File: config.mk
export PLATFORM = sky130hd
export DESIGN_NAME = pmrs_sequencer
export DESIGN_NICKNAME = d
export VERILOG_FILES = /design/src/pmrs_sequencer.v
export VERILOG_INCLUDE_DIRS = /design/src /design/src/src
export SDC_FILE = /design/constraint.sdc
export NUM_CORES = 1
export LEC_CHECK = 0
export BUFFER_PORTS_ARGS = -buffer_cell sky130_fd_sc_hd__buf_2
export CAP_MARGIN = 20
export CORE_ASPECT_RATIO = 1.5
export CORE_MARGIN = 2
export CORE_UTILIZATION = 35
export CTS_BUF_LIST = sky130_fd_sc_hd__clkbuf_4
export DETAILED_ROUTE_END_ITERATION = 6
export GPL_TIMING_DRIVEN = 0
export SYNTH_ARGS = -nofsm -noshare
export SYNTH_HDL_FRONTEND = slang
export SYNTH_SLANG_ARGS = --single-unit
File: constraint.sdc
create_clock -name ref_clk -period 2.75 [get_ports ref_clk]
set_input_delay 0.275 -clock ref_clk [delete_from_list [all_inputs] [get_ports ref_clk]]
set_output_delay 0.275 -clock ref_clk [all_outputs]
set_load 0.005 [all_outputs]
File: src/pmrs_defs.vh
// constants for the power-mode and reset sequencer
`ifndef PMRS_DEFS_VH
`define PMRS_DEFS_VH
// register byte offsets
`define PMRS_OFS_CTRL 12'h000
`define PMRS_OFS_MODE 12'h004
`define PMRS_OFS_STATUS 12'h008
`define PMRS_OFS_SUPPLY 12'h00c
`define PMRS_OFS_GUARD 12'h010
`define PMRS_OFS_WAKE 12'h014
// ctrl fields
`define PMRS_CTRL_LOCK 0
`define PMRS_CTRL_WDT_FAST 1
`define PMRS_CTRL_KEEP_WDOSC 2
`define PMRS_CTRL_KEEP_SDM 3
`define PMRS_CTRL_SUPPLY_IRQ_EN 4
`define PMRS_CTRL_RESET 5'h00
// low-power mode codes
`define PMRS_MODE_NONE 3'h0
`define PMRS_MODE_SLEEP 3'h1
`define PMRS_MODE_DSLEEP 3'h2
`define PMRS_MODE_PDOWN 3'h3
`define PMRS_MODE_DPD 3'h4
// status fields
`define PMRS_ST_SRC_PIN 0
`define PMRS_ST_SRC_WDT 1
`define PMRS_ST_SRC_POR 2
`define PMRS_ST_SRC_SDM 3
`define PMRS_ST_SUPPLY_LOW 4
`define PMRS_ST_DPD_REFUSED 5
`define PMRS_ST_DPD_WAKE 6
// reset values
`define PMRS_WAKE_MASK_RESET 8'h00
`define PMRS_SUPPLY_RESET 4'h0
`define PMRS_GUARD_RESET 2'h0
// timing
`define PMRS_CLK_MHZ 250
`define PMRS_PIN_PULSE_NS 50
// 50 ns at 250 MHz, rounded up to whole cycles
`define PMRS_PIN_PULSE_CYC 8'h0d
`define PMRS_DSLEEP_WAKE_CYC 8'h08
`define PMRS_PDOWN_WAKE_CYC 8'h40
`define PMRS_FLASH_INIT_CYC 8'h10
`define PMRS_IRC_MHZ 12
`endif

File: src/pmrs_sequencer.v
// power-mode and reset sequencer with apb register slave
// Behaviour
// - after power-up or deep-off wake the fast internal oscillator clocks the chip
// - sleep stops only the core clock; leaving restarts it
// - sleep holds execution until reset or interrupt; peripherals keep running
// - deep-sleep stops core, peripheral clocks and sources except fast oscillator
// - deep-sleep gates fast oscillator output unless it clocks the watchdog
// - deep-sleep: analog off, flash standby, watchdog osc and monitor optional
// - deep-sleep exits on reset, selected pins, watchdog irq or usb activity
// - power-down stops all clocks except selected watchdog osc; analog, flash off
// - power-down exits on same sources; wake takes longer than deep-sleep
// - deep power-down removes power except deep-off exit pin, the only exit
// - lock bit refuses entry to deep power-down
// - chip reset from pin, watchdog, power-on or supply-drop monitor
// - any reset starts fast oscillator and initialises flash controller
// - reset pin low for 50 ns or more is a valid reset
// - on release core fetches from address 0 with registers at reset values; guard_reg and status_reg keep theirs
// - supply below selected level raises interrupt, also readable as status
// - supply below second selected threshold forces chip reset
// - guard level one blocks debug, limited programming except sector 0
// - guard level two blocks debug, only full erase and update programming
// - guard level three blocks debug, programming and boot-select entry
// - in-application programming works at every guard level
// - reset pin low selects boundary scan, high debug; debug off in reset
//
// The APB slave port and the register addresses were decided locally.
`timescale 1ns/10ps
`include "pmrs_defs.vh"
module pmrs_sequencer
(
  // clock and reset
  input wire ref_clk,
  input wire resetn,
  // apb slave
  input wire psel,
  input wire penable,
  input wire pwrite,
  input wire [11:0] paddr,
  input wire [31:0] pwdata,
  output reg [31:0] prdata,
  output reg pready,
  output reg pslverr,
  // reset sources
  input wire reset_pin_n,
  input wire watchdog_reset,
  input wire power_on_detect,
  // analog monitor levels: bit n high when supply below level n
  input wire [3:0] supply_below_irq_level,
  input wire [3:0] supply_below_rst_level,
  // core handshake
  input wire sleep_request,
  input wire irq_pending,
  // wake sources
  input wire [7:0] wake_pins,
  input wire watchdog_irq,
  input wire usb_activity_irq,
  input wire deep_off_exit_pin,
  // programming requests
  input wire boot_select_pin,
  // clock and power controls
  output reg core_clk_en,
  output reg periph_clk_en,
  output reg fast_osc_run,
  output reg fast_osc_out_en,
  output reg watchdog_osc_run,
  output reg analog_on,
  output reg flash_standby,
  output reg flash_on,
  output reg supply_monitor_on,
  output reg chip_power_on,
  output reg flash_init,
  output reg main_clk_sel_fast,
  // reset, boot and debug
  output reg chip_reset_n,
  output reg [31:0] boot_fetch_addr,
  output reg supply_irq,
  output reg debug_port_en,
  output reg boundary_scan_sel,
  output reg isp_enable,
  output reg isp_limited,
  output reg isp_full_erase_only,
  output reg isp_protect_sector0,
  output reg isp_boot_entry_en,
  output reg iap_enable
);
  localparam ST_RESET = 6'b000001;
  localparam ST_RUN = 6'b000010;
  localparam ST_SLEEP = 6'b000100;
  localparam ST_LOWPWR = 6'b001000;
  localparam ST_WAKE = 6'b010000;
  localparam ST_DPD = 6'b100000;
  localparam [7:0] PULSE_CYC = `PMRS_PIN_PULSE_CYC;
  localparam [7:0] DS_WAKE = `PMRS_DSLEEP_WAKE_CYC;
  localparam [7:0] PD_WAKE = `PMRS_PDOWN_WAKE_CYC;
  localparam [7:0] FLASH_CYC = `PMRS_FLASH_INIT_CYC;

  reg [5:0] state_reg;
  reg [2:0] lp_mode_reg;
  reg [2:0] mode_sel_reg;
  reg [4:0] ctrl_reg;
  reg [3:0] supply_sel_reg;
  reg [1:0] guard_reg;
  reg [7:0] wake_mask_reg;
  reg [6:0] status_reg;
  reg [7:0] pin_cnt_reg;
  reg [7:0] seq_cnt_reg;
  reg pin_low_reg;
  reg core_clk_en_next;
  reg periph_clk_en_next;
  reg fast_osc_run_next;
  reg fast_osc_out_en_next;
  reg watchdog_osc_run_next;
  reg analog_on_next;
  reg flash_standby_next;
  reg flash_on_next;
  reg supply_monitor_on_next;
  reg chip_power_on_next;
  reg flash_init_next;
  reg main_clk_sel_fast_next;
  reg supply_irq_next;
  reg debug_port_en_next;
  reg boundary_scan_sel_next;
  reg isp_enable_next;
  reg isp_limited_next;
  reg isp_full_erase_only_next;
  reg isp_protect_sector0_next;
  reg isp_boot_entry_en_next;

  wire apb_wr = psel & penable & pwrite & pready;
  wire apb_rd = psel & ~penable & ~pwrite;
  wire pin_valid = ~reset_pin_n && pin_cnt_reg >= PULSE_CYC - 8'h01;
  wire irq_level = supply_below_irq_level[supply_sel_reg[1:0]];
  wire rst_level = supply_below_rst_level[supply_sel_reg[3:2]];
  wire any_reset = pin_valid | watchdog_reset | power_on_detect | rst_level;
  wire wake_any = (|(wake_pins & wake_mask_reg)) | watchdog_irq | usb_activity_irq;
  wire dpd_try = apb_wr && paddr == `PMRS_OFS_MODE && pwdata[2:0] == `PMRS_MODE_DPD;
  wire mapped = paddr == `PMRS_OFS_CTRL || paddr == `PMRS_OFS_MODE || paddr == `PMRS_OFS_STATUS ||
    paddr == `PMRS_OFS_SUPPLY || paddr == `PMRS_OFS_GUARD || paddr == `PMRS_OFS_WAKE;
  // state decode shared by the output logic
  wire st_reset = state_reg == ST_RESET;
  wire st_run = state_reg == ST_RUN;
  wire st_sleep = state_reg == ST_SLEEP;
  wire st_lowpwr = state_reg == ST_LOWPWR;
  wire st_dpd = state_reg == ST_DPD;

  // next output values; kept apart so every output stays a single flop
  always @*
  begin
    flash_init_next = st_reset;
    main_clk_sel_fast_next = st_reset | main_clk_sel_fast;
    core_clk_en_next = st_run;
    periph_clk_en_next = st_run | st_sleep;
    fast_osc_run_next = !st_dpd && !(st_lowpwr && lp_mode_reg == `PMRS_MODE_PDOWN);
    fast_osc_out_en_next = !st_dpd &&
      !(st_lowpwr && !(lp_mode_reg == `PMRS_MODE_DSLEEP && ctrl_reg[`PMRS_CTRL_WDT_FAST]));
    watchdog_osc_run_next = !st_dpd && ctrl_reg[`PMRS_CTRL_KEEP_WDOSC];
    analog_on_next = st_run | st_sleep;
    flash_standby_next = st_lowpwr && lp_mode_reg == `PMRS_MODE_DSLEEP;
    flash_on_next = !st_dpd && !(st_lowpwr && lp_mode_reg == `PMRS_MODE_PDOWN);
    supply_monitor_on_next = !st_dpd && (!st_lowpwr || ctrl_reg[`PMRS_CTRL_KEEP_SDM]);
    chip_power_on_next = !st_dpd;
    supply_irq_next = irq_level & ctrl_reg[`PMRS_CTRL_SUPPLY_IRQ_EN];
    boundary_scan_sel_next = ~reset_pin_n;
    debug_port_en_next = reset_pin_n && !st_reset && guard_reg == 2'h0;
    isp_enable_next = guard_reg != 2'h3;
    isp_limited_next = guard_reg == 2'h1;
    isp_protect_sector0_next = guard_reg == 2'h1;
    isp_full_erase_only_next = guard_reg == 2'h2;
    isp_boot_entry_en_next = guard_reg != 2'h3 && boot_select_pin;
  end

  // pin low-pulse width counter; glitches shorter than the minimum are ignored
  always @(posedge ref_clk or negedge resetn)
  begin
    if (!resetn)
      pin_cnt_reg <= 8'h00;
    else if (reset_pin_n)
      pin_cnt_reg <= 8'h00;
    else if (pin_cnt_reg != 8'hff)
      pin_cnt_reg <= pin_cnt_reg + 8'h01;
  end

  // apb slave: zero-wait answer; read data is loaded into a flop in the setup cycle
  always @(posedge ref_clk or negedge resetn)
  begin
    if (!resetn)
    begin
      pready <= 1'b0;
      pslverr <= 1'b0;
      prdata <= 32'h0000_0000;
    end
    else
    begin
      pready <= psel & ~penable;
      pslverr <= psel & ~penable & ~mapped;
      if (apb_rd)
      begin
        case (paddr)
          `PMRS_OFS_CTRL: prdata <= {27'h0, ctrl_reg};
          `PMRS_OFS_MODE: prdata <= {29'h0, mode_sel_reg};
          `PMRS_OFS_STATUS: prdata <= {25'h0, status_reg};
          `PMRS_OFS_SUPPLY: prdata <= {28'h0, supply_sel_reg};
          `PMRS_OFS_GUARD: prdata <= {30'h0, guard_reg};
          `PMRS_OFS_WAKE: prdata <= {24'h0, wake_mask_reg};
          default: prdata <= 32'h0000_0000;
        endcase
      end
    end
  end

  // configuration registers; chip reset restores all but guard_reg
  always @(posedge ref_clk or negedge resetn)
  begin
    if (!resetn)
    begin
      ctrl_reg <= `PMRS_CTRL_RESET;
      supply_sel_reg <= `PMRS_SUPPLY_RESET;
      guard_reg <= `PMRS_GUARD_RESET;
      wake_mask_reg <= `PMRS_WAKE_MASK_RESET;
    end
    else if (state_reg == ST_RESET)
    begin
      ctrl_reg <= `PMRS_CTRL_RESET;
      supply_sel_reg <= `PMRS_SUPPLY_RESET;
      wake_mask_reg <= `PMRS_WAKE_MASK_RESET;
    end
    else if (apb_wr)
    begin
      case (paddr)
        `PMRS_OFS_CTRL: ctrl_reg <= pwdata[4:0];
        `PMRS_OFS_SUPPLY: supply_sel_reg <= pwdata[3:0];
        // guard level only rises until resetn, as flash programming would
        `PMRS_OFS_GUARD: guard_reg <= (pwdata[1:0] > guard_reg) ? pwdata[1:0] : guard_reg;
        `PMRS_OFS_WAKE: wake_mask_reg <= pwdata[7:0];
        default: ctrl_reg <= ctrl_reg;
      endcase
    end
  end

  // status: sticky sources, set wins over write-one-to-clear
  always @(posedge ref_clk or negedge resetn)
  begin
    if (!resetn)
      status_reg <= 7'h04;
    else
    begin
      status_reg[3:0] <= (status_reg[3:0] & ~((apb_wr && paddr == `PMRS_OFS_STATUS) ? pwdata[3:0] : 4'h0)) |
        {rst_level, power_on_detect, watchdog_reset, pin_valid};
      status_reg[`PMRS_ST_SUPPLY_LOW] <= irq_level;
      status_reg[`PMRS_ST_DPD_REFUSED] <= (status_reg[5] & ~(apb_wr && paddr == `PMRS_OFS_STATUS && pwdata[5])) |
        (dpd_try & ctrl_reg[`PMRS_CTRL_LOCK]);
      status_reg[`PMRS_ST_DPD_WAKE] <= (status_reg[6] & ~(apb_wr && paddr == `PMRS_OFS_STATUS && pwdata[6])) |
        (state_reg == ST_DPD && deep_off_exit_pin);
    end
  end

  // sequencer
  always @(posedge ref_clk or negedge resetn)
  begin
    if (!resetn)
    begin
      state_reg <= ST_RESET;
      mode_sel_reg <= `PMRS_MODE_NONE;
      lp_mode_reg <= `PMRS_MODE_NONE;
      seq_cnt_reg <= 8'h00;
    end
    else if (any_reset && state_reg != ST_DPD)
    begin
      state_reg <= ST_RESET;
      seq_cnt_reg <= 8'h00;
      mode_sel_reg <= `PMRS_MODE_NONE;
    end
    else
    begin
      if (apb_wr && paddr == `PMRS_OFS_MODE && !(dpd_try && ctrl_reg[`PMRS_CTRL_LOCK]))
        mode_sel_reg <= pwdata[2:0];
      case (state_reg)
        ST_RESET:
        begin
          if (seq_cnt_reg == FLASH_CYC - 8'h01)
            state_reg <= ST_RUN;
          else
            seq_cnt_reg <= seq_cnt_reg + 8'h01;
        end
        ST_RUN:
        begin
          seq_cnt_reg <= 8'h00;
          if (sleep_request && mode_sel_reg != `PMRS_MODE_NONE)
          begin
            lp_mode_reg <= mode_sel_reg;
            if (mode_sel_reg == `PMRS_MODE_SLEEP)
              state_reg <= ST_SLEEP;
            else if (mode_sel_reg == `PMRS_MODE_DPD)
              state_reg <= ST_DPD;
            else
              state_reg <= ST_LOWPWR;
          end
        end
        ST_SLEEP:
          if (irq_pending)
            state_reg <= ST_RUN;
        ST_LOWPWR:
          if (wake_any)
            state_reg <= ST_WAKE;
        ST_WAKE:
        begin
          // pdown restarts more blocks, so it waits longer
          if (seq_cnt_reg == ((lp_mode_reg == `PMRS_MODE_PDOWN) ? PD_WAKE : DS_WAKE) - 8'h01)
          begin
            state_reg <= ST_RUN;
            mode_sel_reg <= `PMRS_MODE_NONE;
          end
          else
            seq_cnt_reg <= seq_cnt_reg + 8'h01;
        end
        ST_DPD:
          if (deep_off_exit_pin)
          begin
            state_reg <= ST_RESET;
            seq_cnt_reg <= 8'h00;
            mode_sel_reg <= `PMRS_MODE_NONE;
          end
        default:
          state_reg <= ST_RESET;
      endcase
    end
  end

  // registered outputs
  always @(posedge ref_clk or negedge resetn)
  begin
    if (!resetn)
    begin
      core_clk_en <= 1'b0;
      periph_clk_en <= 1'b0;
      fast_osc_run <= 1'b1;
      fast_osc_out_en <= 1'b1;
      watchdog_osc_run <= 1'b0;
      analog_on <= 1'b0;
      flash_standby <= 1'b0;
      flash_on <= 1'b1;
      supply_monitor_on <= 1'b1;
      chip_power_on <= 1'b1;
      flash_init <= 1'b1;
      main_clk_sel_fast <= 1'b1;
      chip_reset_n <= 1'b0;
      boot_fetch_addr <= 32'h0000_0000;
      supply_irq <= 1'b0;
      debug_port_en <= 1'b0;
      boundary_scan_sel <= 1'b0;
      isp_enable <= 1'b0;
      isp_limited <= 1'b0;
      isp_full_erase_only <= 1'b0;
      isp_protect_sector0 <= 1'b0;
      isp_boot_entry_en <= 1'b0;
      iap_enable <= 1'b1;
    end
    else
    begin
      chip_reset_n <= (state_reg != ST_RESET);
      boot_fetch_addr <= 32'h0000_0000;
      flash_init <= flash_init_next;
      main_clk_sel_fast <= main_clk_sel_fast_next;
      core_clk_en <= core_clk_en_next;
      periph_clk_en <= periph_clk_en_next;
      fast_osc_run <= fast_osc_run_next;
      fast_osc_out_en <= fast_osc_out_en_next;
      watchdog_osc_run <= watchdog_osc_run_next;
      analog_on <= analog_on_next;
      flash_standby <= flash_standby_next;
      flash_on <= flash_on_next;
      supply_monitor_on <= supply_monitor_on_next;
      chip_power_on <= chip_power_on_next;
      supply_irq <= supply_irq_next;
      boundary_scan_sel <= boundary_scan_sel_next;
      debug_port_en <= debug_port_en_next;
      isp_enable <= isp_enable_next;
      isp_limited <= isp_limited_next;
      isp_protect_sector0 <= isp_protect_sector0_next;
      isp_full_erase_only <= isp_full_erase_only_next;
      isp_boot_entry_en <= isp_boot_entry_en_next;
      iap_enable <= 1'b1;
    end
  end
endmodule

## Word level (Yosys, flattened, before mapping)

Cells that the tools add are included.

| word-level totals | value |
|---|---|
| bits in latches | 0 |
| memory bits (read-only) | 0 |
| register bits | 106 |
| word-level logic and storage cells | 191 |
| input bits | 74 |
| memories | 0 |
| RAM bits | 0 |

| operators by class | value |
|---|---|
| $add $sub $neg | 3 |
| eq/ne operators | 32 |
| shift operators | 0 |
| mux-type cells | 38 |
| magnitude comparators | 4 |
| bitwise operators | 31 |
| divide/modulo/power cells | 0 |
| reductions and logical operators | 52 |
| multipliers | 0 |

Operators with widths:

| kind | number |
|---|---|
| two-way mux 8 bit | 9 |
| two-way mux 6 bit | 9 |
| case mux 8 bit (6 select lines) | 1 |
| case mux 6 bit (6 select lines) | 1 |
| case mux 8 bit (4 select lines) | 1 |
| equality test 12 x 4 -> 1 bit (second input constant) | 2 |
| equality test 12 x 5 -> 1 bit (second input constant) | 2 |
| logical AND 1 bit | 22 |
| adder 8 x 1 -> 8 bit (second input constant) | 2 |
| two-way mux 4 bit | 4 |
| two-way mux 5 bit | 3 |
| equality test 12 x 3 -> 1 bit (second input constant) | 1 |
| zero test 12 bit | 1 |
| two-way mux 3 bit | 4 |
| AND 1 bit | 10 |
| nonzero test 2 bit | 5 |
| != test 3 x 2 -> 1 bit (second input constant) | 3 |
| != test 3 bit (second input constant) | 3 |
| OR 1 bit | 9 |
| AND 8 bit | 1 |
| equality test 8 x 4 -> 1 bit (second input constant) | 1 |
| equality test 8 bit | 1 |
| >= comparator 8 x 4 -> 1 bit (second input constant) | 1 |
| != test 8 bit (second input constant) | 1 |
| other kinds (36) | 63 |

## Depth between registers and ports, before layout

| logic depth | value |
|---|---|
| depth in word-level cells | 12 |
| depth in mapped cells | 9 |
| depth with buffers taken out | 7 |

## Worst setup path before layout

No wires, ideal clock.

| path | value |
|---|---|
| kind | register -> register |
| from | register pin_cnt_reg[6] |
| to | register seq_cnt_reg[6] |
| arrival time | 2.169 ns |
| buffers on the path | 1 |
| cell stages (with the launch flop) | 7 |
| path slack | 0.512 ns |
| required time | 2.681 ns |
| clock period less this slack | 2.238 ns |
| library setup time | 0.069 ns |
| cell sequence | dfrtp_1 or4_4 a2111oi_4 and3_4 buf_6 or4b_1 nand3_1 |

| on the way | value |
|---|---|
| cells in the longest elaborated chain, start to end | 8 |

RTL lines:

| item | line | RTL |
|---|---|---|
| start: declaration | pmrs_sequencer.v:105 | `reg [7:0] pin_cnt_reg;` |
| start signal: assignment | pmrs_sequencer.v:180 | `pin_cnt_reg <= pin_cnt_reg + 8'h01;` |
| >= comparator 8 x 4 -> 1 bit (*) | pmrs_sequencer.v:131 | `wire pin_valid = ~reset_pin_n && pin_cnt_reg >= PULSE_CYC - 8'h01;` |
| logical AND 1 bit (*) | pmrs_sequencer.v:131 |  |
| OR 1 bit (*) (3 in a row) | pmrs_sequencer.v:134 | `wire any_reset = pin_valid \| watchdog_reset \| power_on_detect \| rst_level;` |
| logical AND 1 bit (*) | pmrs_sequencer.v:267 | `else if (any_reset && state_reg != ST_DPD)` |
| != test 3 bit (no source line) (tied with other cells) | - |  |
| AND reduction 4 bit (no source line) | - |  |
| end signal: assignment | pmrs_sequencer.v:283 | `seq_cnt_reg <= seq_cnt_reg + 8'h01;` |
| end signal: assignment | pmrs_sequencer.v:314 | `seq_cnt_reg <= seq_cnt_reg + 8'h01;` |
| end: declaration | pmrs_sequencer.v:106 | `reg [7:0] seq_cnt_reg;` |

Every way passes the cells marked *; elsewhere a longest branch is shown, timed or not.
A chain may end at the register's enable or synchronous reset.

## Final worst setup path

Ends and elaborated chain as after synthesis.

==> flow_summary.json <==
{
  "worst_slew_pin_slew_ns": 0.831,
  "cp.buffers_inverters": 1,
  "p_clk_share_pct": 33.6,
  "finalSetupTns_ns": 0,
  "portBuffers": 78,
  "status": "completed",
  "setup_slack_ns": 0.240,
  "gr-usage-met2_pct": 31.5,
  "power_density_nw_per_um2": 392,
  "cts_setup_buffers": 0,
  "fin_cells": 773,
  "wl_per_cell_um": 15.1,
  "met1_usage_pct": 18.6,
  "cp_max_fo": 10,
  "die-area_um2": 14000,
  "clk_pin_slew_ns": 0.14,
  "ant_nets": 0,
  "cp_top_family": "simple AND/OR/NAND/NOR gates",
  "clk_latency_ns": 0.45,
  "clock_path_buffers": 2,
  "grt-busiest-layer": "met2",
  "crit_path_end_kind": "flop",
  "peakVddDrop_uv": 227,
  "root_buffer": "clkbuf_4",
  "core_area_um2": 12900,
  "synthTopCellsByArea": "dfrtp_1 (40%), buf_4 (9.8%), mux2i_1 (5.0%)",
  "drc": 0,
  "cap_violations": 0,
  "groute.usage.overall_pct": 17.0,
  "switching_share_pct": 26.3,
  "nFillCells": 1329,
  "post_drt_via_cell_ratio": 4.84,
  "fin_total_pwr_w": 0.00220,
  "max_freq_mhz": 398,
  "cts_tree": "done",
  "p_int_w": 0.00162,
  "synth_edf_count": 0,
  "synth_cell_types": 72,
  "die_h_um": 144,
  "synthTopCellsByCount": "dfrtp_1 (74), buf_4 (60), nor2_1 (46), nand2_1 (38), mux2i_1 (23)",
  "antenna_found_initial": 0,
  "p_seq_share_pct": 55.7,
  "cp_cell_sequence": "or4_4, a2111oi_4, and3_4, buf_6, or4b_1, nand3_1",
  "setup_viol": 0,
  "slew_viol_final": 0,
  "grt_max_degree": 69,
  "critPathRequiredTime_ns": 3.14,
  "antenna_cells": 0,
  "min_path_type": "in -> reg",
  "arrival_ns": 2.90,
  "drt_iter0_markers": 144,
  "avgSynthCellArea_um2": 9.98,
  "rsz0062_at_grt": "false",
  "drtPass1Iterations": 4,
  "drive_gt1_share_pct": 31.6,
  "h-tree-depth": 3,
  "critPathSlowestCell": "or4_4",
  "dp_cells": 752,
  "critPathLaunchType": "flop",
  "cp_slowest_stage_delay_ns": 0.58,
  "ios": 162,
  "drt-total-wl_mm": 11.7,
  "p_switching_w": 0.000579,
  "fin_crit_sh_pct": 91.3,
  "yosysTopAreaCell": "dfrtp_1",
  "synth-seq-cells": 82,
  "die_w_um": 97.4,
  "hold_violations": 0,
  "async_reset_ff_share_pct": 100,
  "via_count": 3738,
  "leakagePower_nw": 2.62,
  "use_met3_pct": 4.01,
  "dp_slack_ns": 0.247,
  "gp_congestion": 0.836,
  "critPathKind": "reg -> reg",
  "nNetsFinal": 688,
  "yosys.area.top_type_share_pct": 40.4,
  "pwr-share-comb_pct": 10.8,
  "yosysMostFrequentCell": "dfrtp_1",
  "dp.final_hpwl_mm": 9.05,
  "ys_seq_area_share_pct": 45.0,
  "rows": 51,
  "yosys_warnings": 0,
  "grt_pass1_vias": 3655,
  "max_slew_margin_pct": 44.4,
  "synthCells": 459,
  "clock-sinks": 82,
  "fin_crit_ns": 2.51,
  "ys.flop_type": "dfrtp_1",
  "grt_pass1_wl_mm": 18.9,
  "cts_made_buffers": 9,
  "area_delta_synth_final_pct": 22.3,
  "synthesis.area_um2": 4580,
  "fin_skew_ns": 0.0223,
  "grt_overflow": 0,
  "start_util_pct": 35.5
}
[cell families after synthesis]
family | share of synthesized area (%)
other cells | 0.164
fa+ha+maj | 1.37
flops | 45.0
simple gates | 21.2
mux | 7.73
xor+xnor | 0.956
compound gates | 11.1
buf+inv | 12.5
[power by group through the flow]
stage	Clock [W]	Sequential, W	Combinational, W
after floorplan	0	0.00124	0.000133
after global placement	0	0.00125	0.000222
after detailed placement	0	0.00125	0.000230
after CTS	0.000766	0.00122	0.000236
after global routing	0.000818	0.00123	0.000266
final	0.000738	0.00122	0.000237
[metrics by stage]
step / cell area [um2] / utilization (%) / hold slack, ns
floorplan: 4790 / - / -0.0206
global placement: 5380 / 41.7 / 0.464
detailed placement: 5410 / 42.0 / 0.154
CTS: 5600 / 43.4 / 0.0575
global route: 5610 / 43.5 / 0.0540
finish: 5610 / 43.5 / 0.0823
[layer usage]
metal / up-vias / routed length (um)
met5: - / 0
met3: 21 / 602
li1: 1818 / -
met4: 0 / 289
met1: 1783 / 4320
met2: 116 / 6450
[placed cells by master (no fill, tap or decap), types with 8 or more instances in the layout]
cell	count
mux2i_1	23
inv_1	14
clkbuf_4	10
nand2_1	38
a21oi_1	12
conb_1	57
o21ai_0	20
buf_4	61
nor2_1	46
dfrtp_1	74
buf_2	82
nand3_1	15
dfstp_2	8
[worst reg2reg max path: stages, from the launching register on]
cell and delay (ns):
dfrtp_1 0.45, or4_4 0.58, a2111oi_4 0.47, and3_4 0.29, buf_6 0.14, or4b_1 0.44, nand3_1 0.10
[worst paths after layout]
path	from	to	slack [ns]	depth (start not counted)
setup / recovery	pin_cnt_reg[6]	seq_cnt_reg[6]	0.24	6
setup reg to reg	pin_cnt_reg[6]	seq_cnt_reg[6]	0.24	6
max in group asynchronous	resetn	fast_osc_out_en	1.89	3
hold / removal	psel	pready	0.08	2
min in group asynchronous	resetn	seq_cnt_reg[5]	0.20	2
hold reg to reg	prdata[7]	prdata[7]	0.49	2
[layout make-up]
| cell class | count | area (um2) | share of cell area [%] |
|---|---|---|---|
| clock buffers | 10 | 75.1 | 1.34 |
| multi-input cells | 343 | 2160 | 38.5 |
| flip-flops and latches | 82 | 2060 | 36.8 |
| plain buffers | 75 | 520 | 9.29 |
| inverters | 14 | 52.6 | 0.937 |
| well taps | 159 | 199 | 3.55 |
| repair buffers | 84 | 470 | 8.39 |
| clock inverters | 6 | 67.6 | 1.21 |
[repair_timing]
action                                 4_1_cts  5_1_grt
setup endpoints to repair                    0        8
gates resized for setup                      0        1
hold buffers                                 5        0
endpoints found under the hold margin       68        0
(Power assumes the default switching activity.)
